[config.mk]
export PLATFORM = sky130hd
export DESIGN_NAME = rsw_rx_status
export DESIGN_NICKNAME = d
export VERILOG_FILES = /design/src/rsw_pkg.sv /design/src/rsw_rx_status.sv
export SDC_FILE = /design/constraint.sdc
export NUM_CORES = 1
export LEC_CHECK = 0
export ABC_AREA = 1
export ABC_CLOCK_PERIOD_IN_PS = 2500
export BUFFER_PORTS_ARGS = -buffer_cell sky130_fd_sc_hd__clkbuf_2
export CAP_MARGIN = 15
export CORE_MARGIN = 2
export CORE_UTILIZATION = 60
export CTS_BUF_LIST = sky130_fd_sc_hd__clkbuf_8
export CTS_CLUSTER_SIZE = 8
export DETAILED_ROUTE_END_ITERATION = 10
export PLACE_DENSITY_LB_ADDON = 0.08
export SKIP_CTS_REPAIR_TIMING = 1
export SLEW_MARGIN = 10
export SYNTH_ARGS = -nofsm -noshare
export SYNTH_HDL_FRONTEND = slang
export SYNTH_SLANG_ARGS = --single-unit
[constraint.sdc]
create_clock -name sys_clk -period 2.5 [get_ports sys_clk]
set_clock_uncertainty 0.15 [all_clocks]
set_input_delay 0.25 -clock sys_clk [delete_from_list [all_inputs] [get_ports sys_clk]]
set_output_delay 0.25 -clock sys_clk [all_outputs]
set_load 0.01 [all_outputs]
[src/rsw_pkg.sv]
// Behaviour
// status bits 31, 14, 9:8 and 0 always read zero.
// bit 30 set when the frame failed the destination address filter.
// bits 29:16 hold the received frame byte count.
// bit 15 is the OR of bits 11, 7, 6 and 1.
// bit 13 set when the destination address is broadcast.
// bit 12 set when actual length disagrees with the length/type field.
// bit 11 set when the frame ends before 64 bytes.
// runt frames reach the host only when pass-bad-frames is set.
// bit 10 set when the destination address is multicast.
// bit 7 set above 1518 bytes; the frame is still received whole.
// bit 6 set on a collision after the collision window.
// bit 5 set when length/type exceeds 1500, never below 14 bytes.
// bit 4 set when the frame runs past the watchdog limit.
// bit 3 set when the receive error input rises during the frame.
// bit 2 set for 4 dribble bits on MII, or 3 or more at 10 Mbps.
// dribble is suppressed when the late collision bit is set.
// bit 1 set on CRC mismatch or receive error during the frame.
// host halts reception by clearing the receive enable bit.
// one pulse on receiver_halted_pulse once reception has really stopped.
// host may flush the FIFOs, then sets receive enable again.
// error flag on data or status FIFO underrun, or status FIFO overrun.
// after any receive FIFO underrun the host issues a soft reset.
package rsw_pkg;
  // status word field positions
  localparam int unsigned ST_FILTER_FAIL = 30;
  localparam int unsigned ST_LEN_LO = 16;
  localparam int unsigned ST_ERR_SUM = 15;
  localparam int unsigned ST_BCAST = 13;
  localparam int unsigned ST_LEN_MISMATCH = 12;
  localparam int unsigned ST_RUNT = 11;
  localparam int unsigned ST_MCAST = 10;
  localparam int unsigned ST_TOO_LONG = 7;
  localparam int unsigned ST_LATE_COL = 6;
  localparam int unsigned ST_ETH_TYPE = 5;
  localparam int unsigned ST_WDOG = 4;
  localparam int unsigned ST_MII_ERR = 3;
  localparam int unsigned ST_DRIBBLE = 2;
  localparam int unsigned ST_CRC_ERR = 1;
  localparam logic [31:0] ST_RESET = 32'h0000_0000;
  // frame size limits in bytes
  localparam int unsigned LEN_W = 14;
  localparam logic [13:0] COL_WINDOW = 14'h0040;
  localparam logic [13:0] MAX_FRAME = 14'h05ee;
  localparam logic [13:0] HDR_BYTES = 14'h000e;
  localparam logic [13:0] OVERHEAD = 14'h0012;
  localparam logic [15:0] MAX_LEN_FIELD = 16'h05dc;
  localparam logic [15:0] MIN_PAYLOAD = 16'h002e;
  localparam int unsigned WDOG_MIN = 2048;
  localparam int unsigned WDOG_MAX = 2560;
  // header byte positions
  localparam logic [13:0] DA_LAST = 14'h0005;
  localparam logic [13:0] LT_HI = 14'h000c;
  localparam logic [13:0] LT_LO = 14'h000d;
  // dribble thresholds and broadcast address byte
  localparam logic [2:0] DRIB_MII = 3'h4;
  localparam logic [2:0] DRIB_10M = 3'h3;
  localparam logic [7:0] BCAST_BYTE = 8'hff;
  typedef enum logic [1:0] {RSW_IDLE, RSW_RECV, RSW_PUSH, RSW_HALT} rsw_state_e;
endpackage

[src/rsw_rx_status.sv]
`timescale 1ns/1ns
module rsw_rx_status
  import rsw_pkg::*;
#(
  parameter int unsigned WDOG_LIMIT = 2048
)
(
  // clock and reset
  input wire logic sys_clk,
  input wire logic rst,
  // mac control register bits
  input wire logic receive_enable_bit,
  input wire logic pass_bad_frames,
  input wire logic mode_10m,
  // mac receive path
  input wire logic frm_start,
  input wire logic frm_byte_vld,
  input wire logic [7:0] frm_byte,
  input wire logic frm_end,
  input wire logic [2:0] frm_dribble_bits,
  input wire logic frm_crc_ok,
  input wire logic frm_filter_fail,
  input wire logic mii_rx_er,
  input wire logic mii_col,
  // receive fifo events
  input wire logic host_data_rd,
  input wire logic data_fifo_empty,
  input wire logic host_status_rd,
  input wire logic status_fifo_empty,
  input wire logic status_fifo_full,
  input wire logic error_flag_clr,
  // status push
  output logic [31:0] status_word_q,
  output logic status_push_q,
  // receiver state and errors
  output logic receiver_on_q,
  output logic receiver_halted_pulse_q,
  output logic receive_error_flag_q
);

  // ******************************************************************
  // elaboration checks
  // ******************************************************************
  generate
    if (WDOG_LIMIT < WDOG_MIN || WDOG_LIMIT > WDOG_MAX)
    begin : g_bad_wdog
      $error("watchdog limit outside 2048..2560 bytes");
    end
  endgenerate

  // range check above keeps the limit inside the 14-bit byte counter
  localparam logic [13:0] WDOG_CNT = WDOG_LIMIT[13:0];

  // ******************************************************************
  // state
  // ******************************************************************
  rsw_state_e state_q;
  rsw_state_e state_d;
  logic [13:0] cnt_q;
  logic [15:0] lt_q;
  logic da_bcast_q;
  logic da_mcast_q;
  logic rx_er_seen_q;
  logic late_col_q;
  logic wdog_q;
  logic [31:0] word_d;
  logic keep_d;

  always_comb
  begin
    state_d = state_q;
    unique case (state_q)
      RSW_IDLE:
      begin
        if (!receive_enable_bit)
          state_d = RSW_HALT;
        else if (frm_start)
          state_d = RSW_RECV;
      end
      RSW_RECV:
      begin
        // frame in progress is completed even if enable drops
        if (frm_end)
          state_d = RSW_PUSH;
      end
      RSW_PUSH:
      begin
        state_d = RSW_IDLE;
      end
      RSW_HALT:
      begin
        // frames arriving while halted are ignored
        if (receive_enable_bit)
          state_d = RSW_IDLE;
      end
    endcase
  end

  always_ff @(posedge sys_clk)
  begin
    if (rst)
      state_q <= RSW_IDLE;
    else
      state_q <= state_d;
  end

  // ******************************************************************
  // frame events
  // ******************************************************************
  logic frame_open_w;
  logic byte_in_w;
  logic frame_done_w;
  logic halt_entry_w;

  assign frame_open_w = state_q == RSW_IDLE && frm_start;
  assign byte_in_w = state_q == RSW_RECV && frm_byte_vld;
  assign frame_done_w = state_q == RSW_RECV && frm_end;
  // halt is entered only from idle, so a running frame is never cut
  assign halt_entry_w = state_q != RSW_HALT && state_d == RSW_HALT;

  // ******************************************************************
  // byte counting, never truncated
  // ******************************************************************
  // count saturates so a runaway frame cannot wrap to a short length
  always_ff @(posedge sys_clk)
  begin
    if (rst)
      cnt_q <= '0;
    else if (frame_open_w)
      cnt_q <= '0;
    else if (byte_in_w && cnt_q != '1)
      cnt_q <= cnt_q + 14'h0001;
  end

  // ******************************************************************
  // header capture
  // ******************************************************************
  always_ff @(posedge sys_clk)
  begin
    if (rst)
    begin
      lt_q <= '0;
    end
    else if (state_q == RSW_IDLE && frm_start)
    begin
      lt_q <= '0;
    end
    else if (state_q == RSW_RECV && frm_byte_vld)
    begin
      if (cnt_q == LT_HI)
        lt_q[15:8] <= frm_byte;
      if (cnt_q == LT_LO)
        lt_q[7:0] <= frm_byte;
    end
  end

  always_ff @(posedge sys_clk)
  begin
    if (rst)
    begin
      da_bcast_q <= 1'b0;
      da_mcast_q <= 1'b0;
    end
    else if (state_q == RSW_IDLE && frm_start)
    begin
      da_bcast_q <= 1'b1;
      da_mcast_q <= 1'b0;
    end
    else if (state_q == RSW_RECV && frm_byte_vld && cnt_q <= DA_LAST)
    begin
      if (frm_byte != BCAST_BYTE)
        da_bcast_q <= 1'b0;
      if (cnt_q == '0)
        da_mcast_q <= frm_byte[0];
    end
  end

  // ******************************************************************
  // in-frame error tracking
  // ******************************************************************
  always_ff @(posedge sys_clk)
  begin
    if (rst)
      rx_er_seen_q <= 1'b0;
    else if (frame_open_w)
      rx_er_seen_q <= mii_rx_er;
    else if (state_q == RSW_RECV && mii_rx_er)
      rx_er_seen_q <= 1'b1;
  end

  // only collisions past the collision window are late
  always_ff @(posedge sys_clk)
  begin
    if (rst)
      late_col_q <= 1'b0;
    else if (frame_open_w)
      late_col_q <= 1'b0;
    else if (state_q == RSW_RECV && mii_col && cnt_q >= COL_WINDOW)
      late_col_q <= 1'b1;
  end

  // watchdog only flags; the frame is never cut
  always_ff @(posedge sys_clk)
  begin
    if (rst)
      wdog_q <= 1'b0;
    else if (frame_open_w)
      wdog_q <= 1'b0;
    else if (byte_in_w && cnt_q >= WDOG_CNT)
      wdog_q <= 1'b1;
  end

  // ******************************************************************
  // frame classification at frame end
  // ******************************************************************
  logic runt_w;
  logic too_long_w;
  logic late_w;
  logic len_bad_w;
  logic drib_w;
  logic crc_bad_w;
  logic mii_err_w;
  logic bcast_w;
  logic eth_type_w;
  logic [13:0] expect_len_w;

  // a collision in the end cycle still belongs to the frame
  assign late_w = late_col_q || (mii_col && cnt_q >= COL_WINDOW);
  assign mii_err_w = rx_er_seen_q || mii_rx_er;
  assign runt_w = cnt_q < COL_WINDOW;
  assign too_long_w = cnt_q > MAX_FRAME;
  assign bcast_w = da_bcast_q && cnt_q > DA_LAST;
  assign eth_type_w = (cnt_q >= HDR_BYTES) && (lt_q > MAX_LEN_FIELD);
  // still produced for runt, late and watchdog frames; meaningless there
  assign crc_bad_w = !frm_crc_ok || mii_err_w;
  assign keep_d = !runt_w || pass_bad_frames;

  // short payloads are padded to the minimum frame
  always_comb
  begin
    if (lt_q < MIN_PAYLOAD)
      expect_len_w = COL_WINDOW;
    else
      expect_len_w = lt_q[13:0] + OVERHEAD;
  end

  assign len_bad_w = (cnt_q >= HDR_BYTES) && (lt_q <= MAX_LEN_FIELD)
    && (cnt_q != expect_len_w);

  always_comb
  begin
    if (mode_10m)
      drib_w = frm_dribble_bits >= DRIB_10M;
    else
      drib_w = frm_dribble_bits == DRIB_MII;
  end

  // ******************************************************************
  // status word assembly
  // ******************************************************************
  always_comb
  begin
    word_d = ST_RESET;
    word_d[ST_FILTER_FAIL] = frm_filter_fail;
    word_d[ST_LEN_LO +: LEN_W] = cnt_q;
    word_d[ST_ERR_SUM] = runt_w || too_long_w || late_w || crc_bad_w;
    word_d[ST_BCAST] = bcast_w;
    word_d[ST_LEN_MISMATCH] = len_bad_w;
    word_d[ST_RUNT] = runt_w;
    word_d[ST_MCAST] = da_mcast_q;
    word_d[ST_TOO_LONG] = too_long_w;
    word_d[ST_LATE_COL] = late_w;
    word_d[ST_ETH_TYPE] = eth_type_w;
    word_d[ST_WDOG] = wdog_q;
    word_d[ST_MII_ERR] = mii_err_w;
    word_d[ST_DRIBBLE] = drib_w && !late_w;
    word_d[ST_CRC_ERR] = crc_bad_w;
  end

  // ******************************************************************
  // status output
  // ******************************************************************
  // word is refreshed even for a discarded runt
  always_ff @(posedge sys_clk)
  begin
    if (rst)
      status_word_q <= ST_RESET;
    else if (frame_done_w)
      status_word_q <= word_d;
  end

  always_ff @(posedge sys_clk)
  begin
    if (rst)
      status_push_q <= 1'b0;
    else
      status_push_q <= frame_done_w && keep_d;
  end

  // ******************************************************************
  // receiver halt and restart
  // ******************************************************************
  // follows the next state so it drops together with the pulse
  always_ff @(posedge sys_clk)
  begin
    if (rst)
      receiver_on_q <= 1'b0;
    else
      receiver_on_q <= state_d != RSW_HALT;
  end

  always_ff @(posedge sys_clk)
  begin
    if (rst)
      receiver_halted_pulse_q <= 1'b0;
    else
      receiver_halted_pulse_q <= halt_entry_w;
  end

  // ******************************************************************
  // receive error flag, set wins over clear
  // ******************************************************************
  logic data_underrun_w;
  logic status_underrun_w;
  logic status_overrun_w;

  assign data_underrun_w = host_data_rd && data_fifo_empty;
  assign status_underrun_w = host_status_rd && status_fifo_empty;
  assign status_overrun_w = status_push_q && status_fifo_full;

  // reception carries on; only the host clears the flag
  always_ff @(posedge sys_clk)
  begin
    if (rst)
      receive_error_flag_q <= 1'b0;
    else if (data_underrun_w || status_underrun_w || status_overrun_w)
      receive_error_flag_q <= 1'b1;
    else if (error_flag_clr)
      receive_error_flag_q <= 1'b0;
  end

endmodule // rsw_rx_status

==> results.txt, run 1 <==
- The worst setup path is launched from a flip-flop.
- Hold Slack: -16.73 ps
- In this run, synthesis inferred 0 flip-flops with an integrated enable.
- CTS saw 68 sinks.
- The path class of the tightest hold or removal check is in -> reg.
* Worst VDD drop: 397.9 µV
* Register area share after synthesis: 38.32%
* Routability-driven placement congestion ratio: 0.8930
- Across the run, the number of max-cap violations was 0.
* Type of the worst setup path: reg -> reg
* Die extent in y: 80.95 µm
* Count of port buffers added during placement: 59
- Core Area: 5816 µm²
- Post-synthesis instance area: 3552 µm²
- The worst register-to-register path begins at lt_q[2].
* Later-pin clock latency in the skew report: 350 ps
* HPWL reported at the end of detailed placement: 6177 µm
* Max Root-Sink Buffers: 2
- Max-Slew Margin vs Limit: 59.84%
- For the final routed database, the setup TNS stands at 0 ps.
- Counting flops and latches in the post-synthesis netlist gives 68.
- First element of the critical path: lt_q[2]
* Iteration count of the initial detailed-routing pass: 5
* Wire length after detailed routing: 8291 µm
* P&R area growth vs syn: 14.83%
- Global-route wire length before repair: 13500 µm
- Post-synthesis area per instance: 7.162 µm²
- For the pin with the worst max-slew slack, the measured transition is 601.7 ps.
* Sum of overflow across all layers after global routing: 0
- # rows: 28
* Number of global-route vias before repair: 2863
- Initial core utilization: 61.08%
* Power per unit of standard cell area: 580.0 nW/µm²
- Number of DRC markers in iteration 0: 249
- Via-to-Cell Ratio: 5.316
- Setup repair after global routing left no endpoint under its margin.
- Total placed instance area: 3846 µm²
- Yosys attributes the largest share of cell area to sky130_fd_sc_hd__dfxtp_1 38%, sky130_fd_sc_hd__nand2_1 10%, sky130_fd_sc_hd__nor2_1 6.0%.
- Total via count after detailed routing: 3365
* Post-route DRC violation count: 0
* Total Die Area: 6552 µm²
* Final number of hold-violating endpoints: 1
- DR WL/cell: 13.10 µm
* Crit path setup slack, layout: 482.7 ps
* CTS H-Tree Depth: 3
- During synthesis, Yosys emitted a total of 0 warnings.
* Initial antenna violation count: 0
* Total of fill cells in the finished design: 488
* Number of nets in the layout: 589
* Total CTS buffers: 9
* Maximum number of pins on one net before global-route repair: 30
- The largest total area in the synthesized netlist belongs to sky130_fd_sc_hd__dfxtp_1.
* Clock slew at the register clock pins of the worst setup and hold paths: 80 ps
* Die width: 80.95 µm
- Critical R2R Capture: status_word_q[12]
- For this run, the leading register cell type out of synthesis is sky130_fd_sc_hd__dfxtp_1.
* Number of antenna diodes: 0
- Of the available clock period, the critical path in the final layout requires 80.69%.
- Clock root cell: sky130_fd_sc_hd__clkbuf_8
- Netlist cell types: 49
- Overall power after layout: 2.366 mW
* Async set-reset flop share out of synthesis: 0%
- Area of all placed cells without fillers: 4079 µm²
* Clock tree from TritonCTS: built
* Peak Freq: 495.7 MHz
- STA classifies the critical path endpoint as a flip-flop.
- The synthesized design devotes to its leading area cell type 38.32% of total area.
* Leak Pwr: 1.802 nW
- The final reports fail on negative hold slack.
- Prior to clock tree synthesis, the placed netlist has a worst setup slack of 518.9 ps.
* Setup-violating endpoint count in the final report: 0
- Final Critical Period: 2017 ps
- Post-Syn Instances: 496
- The count of nets left with antenna violations once routing finished came out at 0.
- Max-slew violation total from the final report: 0
- The run finished, with violations left.
- Share of final-layout standard cells stronger than drive strength 1: 20.61%
* Worst Setup EP: status_word_q[12]
* Data arrival time at the worst-slack endpoint: 2090 ps
- Measured in cells, the most critical reg-to-reg path has a length of 13.
* Critical path peak fanout: 5
* Reg-to-reg setup timing slack: 480 ps
* Required time of the critical path: 2580 ps
- In this run the count of I/O pins placed on the die edge is 65.
- Global routing used 26.59% of the available tracks across all layers.
[power breakdown]
| part | switching (mW) | internal [mW] |
|---|---|---|
| logic | 0.144 | 0.0830 |
| registers | 0.0219 | 1.13 |
| clock network | 0.434 | 0.557 |
| total | 0.600 | 1.77 |
[placed cells by master (no fill, tap or decap), drive strengths merged, types with 9 or more instances in the layout]
cell type / Yosys / final
nand2: 104 / 104
dfxtp: 68 / 68
clkbuf: 10 / 68
nor2: 66 / 66
inv: 59 / 60
o21ai: 40 / 40
a21oi: 37 / 37
nand3: 30 / 30
a211oi: 16 / 16
nor3: 11 / 11
nand4: 9 / 9
[critical path, cell delays in order, from the launching register on]
cell and delay (ps):
sky130_fd_sc_hd__dfxtp_1 420, sky130_fd_sc_hd__ha_1 220, sky130_fd_sc_hd__nand2_1 70, sky130_fd_sc_hd__nand2_1 170
sky130_fd_sc_hd__xor2_1 230, sky130_fd_sc_hd__nand2_1 80, sky130_fd_sc_hd__nand2_1 60, sky130_fd_sc_hd__nand2_1 40
sky130_fd_sc_hd__inv_1 50, sky130_fd_sc_hd__nand3_1 50, sky130_fd_sc_hd__nor2_1 130, sky130_fd_sc_hd__nand3_1 110
sky130_fd_sc_hd__nand2_1 70, sky130_fd_sc_hd__a21oi_1 50
[worst min-delay path by stage]
stage | to | slack, ps | depth (start not counted) | startpoint
2_1_floorplan | receiver_halted_pulse_q | 180 | 1 | receive_enable_bit
3_3_place_gp | receiver_halted_pulse_q | 280 | 2 | receive_enable_bit
3_5_place_dp | receiver_halted_pulse_q | 290 | 2 | receive_enable_bit
4_1_cts | receiver_halted_pulse_q | -80 | 2 | receive_enable_bit
5_1_grt | receive_error_flag_q | 10 | 3 | status_fifo_full
6_report | status_word_q[30] | -20 | 3 | frm_filter_fail
[layer usage]
layer	share of wire [%]	global-route usage (%)	routed length [µm]
met3	5.2	5.333	432
met1	47	37.10	3863
met5	0	0	0
met2	47	41.32	3880
met4	1.4	8.644	114
[layout make-up]
class,instances,area (µm²),share of cell area [%]
Inverter,61,232.7,5.706
Tap cell,75,93.84,2.301
Multi-Input combinational cell,348,1826,44.75
Clock inverter,6,88.84,2.178
Sequential cell,68,1361,33.37
Timing Repair Buffer,66,352.8,8.650
Clock buffer,9,123.9,3.037
[per-stage QoR]
stage,cells,utilization (%)
finish,633,70.14
global placement,616,66.14
detailed placement,616,66.14
floorplan,500,-
CTS,631,69.79
global route,633,70.14
[synth_stat cells, types with 5 or more instances]
master and n:
sky130_fd_sc_hd__buf_4 6, sky130_fd_sc_hd__clkbuf_1 10, sky130_fd_sc_hd__nand3_1 28, sky130_fd_sc_hd__nand2_2 5
sky130_fd_sc_hd__nor2_2 7, sky130_fd_sc_hd__nand2_1 96, sky130_fd_sc_hd__a211oi_1 12, sky130_fd_sc_hd__nor3_1 6
sky130_fd_sc_hd__ha_1 6, sky130_fd_sc_hd__buf_6 5, sky130_fd_sc_hd__inv_1 54, sky130_fd_sc_hd__o21ai_0 36
sky130_fd_sc_hd__dfxtp_1 68, sky130_fd_sc_hd__nand4_1 8, sky130_fd_sc_hd__a21oi_1 36, sky130_fd_sc_hd__nor2_1 57
[cell families (layout without fill, tap and decap cells)]
| group | after synthesis | in the layout | synth area share (%) |
|---|---|---|---|
| AND/OR/NAND/NOR | 230 | 230 | 30.50 |
| AO/OA/AOI/OAI | 103 | 103 | 17.26 |
| buffers and inverters | 84 | 142 | 10.71 |
| XOR/XNOR | 4 | 4 | 0.9862 |
| flip-flops | 68 | 68 | 38.32 |
| adder cells (fa/ha/maj) | 6 | 6 | 2.113 |
| other | 1 | 5 | 0.1056 |
[sequential cells by signal, indices dropped and copies added, names as in the netlist]
signal / count
receive_error_flag_q: 1
receiver_on_q: 1
da_mcast_q: 1
lt_q: 16
wdog_q: 1
receiver_halted_pulse_q: 1
status_word_q: 27
da_bcast_q: 1
status_push_q: 1
state_q: 2
rx_er_seen_q: 1
late_col_q: 1
cnt_q: 14
Power figures use the tool's default switching activity.
==> inputs of run 2 (changes only) <==
ABC_CLOCK_PERIOD_IN_PS = 1900   (was 2500)
CORE_UTILIZATION = 58   (was 60)
clock period = 1.9 ns   (was 2.5 ns; I/O delays follow)
==> results.txt, run 2 (synthesized netlist as in run 1, its figures left out) <==
- The flow ran to the end, but the final reports show violations.
- Failing checks: negative hold slack
* Worst path cell trace: ha_4 > nand3_2 > nor3_4 > nand3_2 > nand2_4 > inv_4 > nand2_4 > nor2_4 > clkinv_2 > nor2_4 > a21oi_2 > o21a_1
- The hold slack was -19.75 ps (-3.021 ps).
* Clock slew at the register clock pins of the worst setup and hold paths: 80 ps (about the same)
* Sort of element at the end of the critical path: flip-flop
- Share of final-layout standard cells stronger than drive strength 1: 28.43% (+7.8 points)
- M3 GR Usage: 6.413% (+1.1 points)
- P&R area growth vs syn: 26.95%
- The antenna diode count was 0 (unchanged).
* Final Critical Period: 1811 ps (-206.4 ps)
* Sequential cell area: 1389 µm² (+2.0%)
- CTS H-Tree Depth: 3 (unchanged)
- Top cell family by delay on the critical path: simple AND/OR/NAND/NOR gates
- # rows: 28 (unchanged)
- Reg-to-reg setup timing slack: 90 ps (-390 ps)
- The full die area was 6767 µm² (+3.3%).
- Data arrival time at the worst-slack endpoint: 1940 ps (-150 ps)
* Critical path peak fanout: 4 (-1)
- The half-perimeter wire length after detailed placement was 6774 µm (+9.7%).
- met2 is the most crowded layer.
- Final number of hold-violating endpoints: 6 (+5)
- Type of the worst setup path: reg -> reg
* Clock Sinks: 68 (unchanged)
- The post-layout net count is 621 (+5.4%).
- The final count of pins violating max slew came to 0 (unchanged).
- Largest register FFs: 27 (unchanged)
* Core Area: 5921 µm² (+1.8%)
- Global routing met2 resource utilization: 43.31% (+2.0 points)
- Setup-violating endpoint count in the final report: 0 (unchanged)
- In this run the clock root is driven by a sky130_fd_sc_hd__clkbuf_8.
- The number of buffer and inverter instances along the worst setup path was 2 (+1).
* Global-route wire length before repair: 14420 µm (+6.8%)
* Number of global-route vias before repair: 3088 (+7.9%)
- Total of fill cells in the finished design: 479 (-1.8%)
- The pin count of the biggest net entering global routing was 24 (-20%).
- The register with the most flip-flops in the final layout is status_word_q.
* Post-route DRC violation count: 0 (unchanged)
- Worst VDD drop: 702.6 µV (+77%)
* Total placed instance area: 4001 µm² (+4.0%)
* Critical R2R Capture: cnt_q[8]
- Iteration count of the initial detailed-routing pass: 7 (+2)
- Peak Freq: 552.2 MHz (+11%)
- Multi-input gate area in the final layout: 1927 µm² (+5.6%)
* Initial antenna violation count: 0 (unchanged)
* Routability-driven placement congestion ratio: 0.8985 (+0.62%)
* Die width: 82.26 µm (+1.6%)
* Clock tree from TritonCTS: built
- The number of clock buffers inserted by TritonCTS was 9 (unchanged).
* Leak Pwr: 2.010 nW (+12%)
- Final core area utilization: 76.16% (+6.0 points)
* Via-to-Cell Ratio: 5.404 (+1.7%)
- The power density normalized to cell area is 729.2 nW/µm² (+26%).
- Number of top-level pins: 65 (unchanged)
* Hold Crit Endpoint: late_col_q
- Registers with the most flip-flops: status_word_q (27), lt_q (16), cnt_q (14)
- The maximum single-stage delay on the critical path was 380 ps (-40 ps).
- Total global-route track usage: 27.90% (+1.3 points)
- Critical-path top delay cell: sky130_fd_sc_hd__dfxtp_4
- The worst setup margin was 89.04 ps (-393.6 ps).
- Later-pin clock latency in the skew report: 340 ps (about the same)
- Count of port buffers added during placement: 59 (unchanged)
- Wire length after detailed routing: 9542 µm (+15%)
* Initial core utilization: 60.00% (-1.1 points)
- The worst slack after detailed placement came to -38.06 ps (-556.9 ps).
* Element type at the critical path start: flip-flop
* Sum of negative setup slack: 0 ps (unchanged)
- DR WL/cell: 14.33 µm (+9.4%)
- Cell depth of the worst hold path: 3 (unchanged)
- The final instance area came to 4509 µm² (+11%).
- Max Root-Sink Buffers: 2 (unchanged)
* Sum of overflow across all layers after global routing: 0 (unchanged)
- Met1 usage in global routing: 38.71% (+1.6 points)
* Startpoint of the worst register-to-register path: cnt_q[0]
- The tightest min-delay check is of the in -> reg type.
- Period utilisation layout: 95.31% (+15 points)
- Required time of the critical path: 2030 ps (-550 ps)
- Worst R2R Path Depth: 12 (-1)
- The iteration-0 DRC count of the detailed router came to 310 (+24%).
* Die extent in y: 82.26 µm (+1.6%)
- Worst Min Path Start: mii_col
- Maxcap violations: 0 (unchanged)
* Most frequent standard cell in the layout excluding fill and tap cells: sky130_fd_sc_hd__nand2_1
- Number of nets with antenna violations after detailed routing: 0 (unchanged)
* Total via count after detailed routing: 3599 (+7.0%)
- Highest-count cells in the layout ignoring fill and taps: 92 x sky130_fd_sc_hd__nand2_1, 60 x sky130_fd_sc_hd__clkbuf_2, 56 x sky130_fd_sc_hd__dfxtp_1
-- run 2: worst min-delay path, delay by kind of cell --
family | cells | cell delay [ps]
AND/OR/NAND/NOR | 1 | 80
AO/OA/AOI/OAI | 1 | 60
buffers and inverters | 1 | 110
-- run 2: metrics by stage --
stage	std cells	power, mW
6_report	666	3.288
3_3_place_gp	635	1.841
2_1_floorplan	500	1.722
4_1_cts	651	3.267
5_1_grt	666	3.414
3_5_place_dp	635	1.849
-- run 2: where the power goes --
group          internal, mW  total [mW]  switching, mW  leakage, nW
registers              1.48        1.51         0.0325        0.560
clock network         0.869        1.43          0.562        0.121
logic                 0.136       0.349          0.213         1.33
total                  2.48        3.29          0.807         2.01
-- run 2: how the worst max path moves through the flow --
stage | start | end | slack (ps) | cells after the start
after floorplan | lt_q[2] | status_word_q[12] | 170 | 14
after global routing | lt_q[11] | status_word_q[12] | -10 | 11
after CTS | cnt_q[1] | da_bcast_q | -70 | 7
after global placement | cnt_q[1] | da_bcast_q | -1 | 7
after detailed placement | cnt_q[1] | da_bcast_q | -40 | 7
final | cnt_q[0] | cnt_q[8] | 90 | 12
-- run 2: routing by layer --
| layer | wire length [µm] | up-vias |
|---|---|---|
| li1 | - | 1803 |
| met1 | 4315 | 1652 |
| met4 | 177 | 0 |
| met5 | 0 | - |
| met3 | 576 | 17 |
| met2 | 4474 | 127 |
-- run 2: final cells by class --
| type | instances | area share, % |
|---|---|---|
| Sequential cell | 68 | 30.80 |
| Timing Repair Buffer | 98 | 13.85 |
| Clock buffer | 9 | 2.747 |
| Inverter | 61 | 5.244 |
| Tap cell | 75 | 2.081 |
| Multi-Input combinational cell | 348 | 42.73 |
| Clock inverter | 7 | 2.553 |
==> inputs of run 3 (changes only) <==
CORE_MARGIN = unset   (was 2)
GPL_ROUTABILITY_DRIVEN = 0   (was unset)
PLACE_DENSITY = 0.82   (was unset)
PLACE_DENSITY_LB_ADDON = unset   (was 0.08)
==> results.txt, run 3 (synthesized netlist as in run 1, its figures left out) <==
- Status: finished with violations
* Failing checks: negative hold slack
* Type of the worst setup path: reg -> reg
- The top-level I/O count is 65 (unchanged).
- The worst setup path is captured at a flip-flop.
* Most frequent standard cell in the layout excluding fill and tap cells: sky130_fd_sc_hd__nand2_1
- Setup repair after global routing could not meet its margin everywhere.
- status_word_q holds more flip-flops than any other register.
- Number of global-route vias before repair: 3190 (+3.3%)
- The final critical delay including setup and external delays was 1865 ps (+54.01 ps).
- Maximum number of pins on one net before global-route repair: 29 (+21%)
- The multi-input gate area in the final layout came to 1903 µm² (-1.2%).
- Initial antenna violation count: 0 (unchanged)
* Number of DRC markers in iteration 0: 238 (-23%)
* Iteration count of the initial detailed-routing pass: 6 (-1)
- Period utilisation layout: 98.16% (+2.8 points)
- The final wirelength was 9832 µm (+3.0%).
* Crit path setup slack, layout: 35.03 ps (-54.01 ps)
* Highest-count cells in the layout ignoring fill and taps: 93 x sky130_fd_sc_hd__nand2_1, 59 x sky130_fd_sc_hd__clkbuf_2, 57 x sky130_fd_sc_hd__dfxtp_1
- Die width: 80.26 µm (-2.4%)
* Clock root cell: sky130_fd_sc_hd__clkbuf_8
- The number of clock buffers inserted by TritonCTS was 9 (unchanged).
* Worst VDD drop: 645.6 µV (-8.1%)
- HPWL reported at the end of detailed placement: 6622 µm (-2.2%)
- Required time of the critical path: 2030 ps (about the same)
- Count of port buffers added during placement: 59 (unchanged)
- The clock latency on the worst-skew pair is 360 ps (+20 ps).
- Cell occurring most often along the worst timing path: sky130_fd_sc_hd__nand2_4
* Sum of overflow across all layers after global routing: 0 (unchanged)
- Setup slack at placement: -7.915 ps (+30.14 ps)
- Max Root-Sink Buffers: 2 (unchanged)
* Global-route wire length before repair: 14630 µm (+1.4%)
- Relative to the synthesized area, the layout overhead comes to 26.03%.
* Hold Slack: -4.916 ps (+14.84 ps)
* Total Die Area: 6442 µm² (-4.8%)
- Peak Freq: 536.2 MHz (-2.9%)
- Via-to-Cell Ratio: 5.531 (+2.3%)
* Initial core utilization: 60.00% (unchanged)
- Total via count after detailed routing: 3689 (+2.5%)
- The standby leakage power is 2.001 nW (-0.44%).
- Final number of hold-violating endpoints: 1 (-5)
- The overall track demand over capacity in global routing was 29.77% (+1.9 points).
- Element type at the critical path start: flip-flop
- Largest register FFs: 27 (unchanged)
- The maximum single-stage delay on the critical path is 500 ps (+120 ps).
- The total power draw came to 3.100 mW (-5.7%).
- Critical path peak fanout: 5 (+1)
* Clock tree from TritonCTS: built
- The cell row count is 28 (unchanged).
- Total of fill cells in the finished design: 425 (-11%)
- The final number of setup-violating endpoints is 0 (unchanged).
- Post-route DRC violation count: 0 (unchanged)
* Number of antenna diodes: 0 (unchanged)
- Type of the worst min-delay path: in -> reg
- In the final layout, the registers with the most flip-flops are status_word_q (27), lt_q (16), cnt_q (14).
- The height of the chip was 80.26 µm (-2.4%).
- Number of nets in the layout: 622 (+0.16%)
- The sequential cell area came to 1383 µm² (-0.45%).
- The power density normalized to cell area is 692.5 nW/µm² (-5.0%).
* Number of nets with antenna violations after detailed routing: 0 (unchanged)
- The CTS sink count is 68 (unchanged).
- The number of max-cap violations came to 0 (unchanged).
- CTS H-Tree Depth: 3 (unchanged)
* DR WL/cell: 14.74 µm (+2.9%)
- The clock-pin transition on the worst setup and hold timing paths was 80 ps (about the same).
- The standard cell core area was 5921 µm² (unchanged).
* Worst path cell trace: nand2_1 > nor3_4 > nand3_2 > nand2_4 > inv_4 > nand2_4 > nor2_4 > nand4_1 > o21ai_1 > a21oi_1
- Critical-path top delay cell: sky130_fd_sc_hd__dfxtp_1
- Max-slew violation total from the final report: 0 (unchanged)
- The critical path data arrival time was 1990 ps (+50 ps).
- The ratio of cells with drive above 1 in the final layout is 26.01% (-2.4 points).
-- run 3: through the flow --
step | utilization (%) | instances | hold slack [ps] | area (µm²) | TNS [ps]
2_1_floorplan | - | 500 | 117.6 | 3567 | 0
3_3_place_gp | 67.16 | 630 | 225.9 | 3976 | 0
3_5_place_dp | 67.16 | 630 | 225.8 | 3976 | -7.915
4_1_cts | 70.52 | 646 | -147.4 | 4175 | -59.81
5_1_grt | 75.61 | 667 | 9.193 | 4477 | -219.5
6_report | 75.61 | 667 | -4.916 | 4477 | 0
-- run 3: final cells by class --
type	count	share of cell area, %
flip-flops and latches	68	30.88
inverters	61	5.198
clock buffers	9	2.767
repair buffers	99	14.87
clock inverters	7	1.677
well taps	75	2.096
multi-input cells	348	42.51
-- run 3: layer usage --
metal	wire [µm]	vias up	track usage (%)
li1	-	1795	-
met1	4105	1724	38.48
met2	4805	138	47.69
met3	617	32	6.023
met4	303	0	13.21
met5	0	-	0
-- run 3: worst max-delay path: cells and delay by family (launching register included) --
kind | cells | cell delay (ps)
simple gates | 7 | 790
buf+inv | 1 | 50
compound gates | 2 | 270
flops | 1 | 500
-- run 3: path summary, 6_finish.rpt --
| path | from | end | slack [ps] | depth (start not counted) |
|---|---|---|---|---|
| max | cnt_q[7] | cnt_q[10] | 40 | 10 |
| min | frm_byte[6] | lt_q[6] | -5 | 3 |
| max reg2reg | cnt_q[7] | cnt_q[10] | 40 | 10 |
| min reg2reg | da_mcast_q | da_mcast_q | 310 | 2 |
-- run 3: report_power, final --
part | internal [mW] | switching [mW]
logic | 0.142 | 0.214
registers | 1.48 | 0.0351
clock network | 0.612 | 0.619
total | 2.23 | 0.868
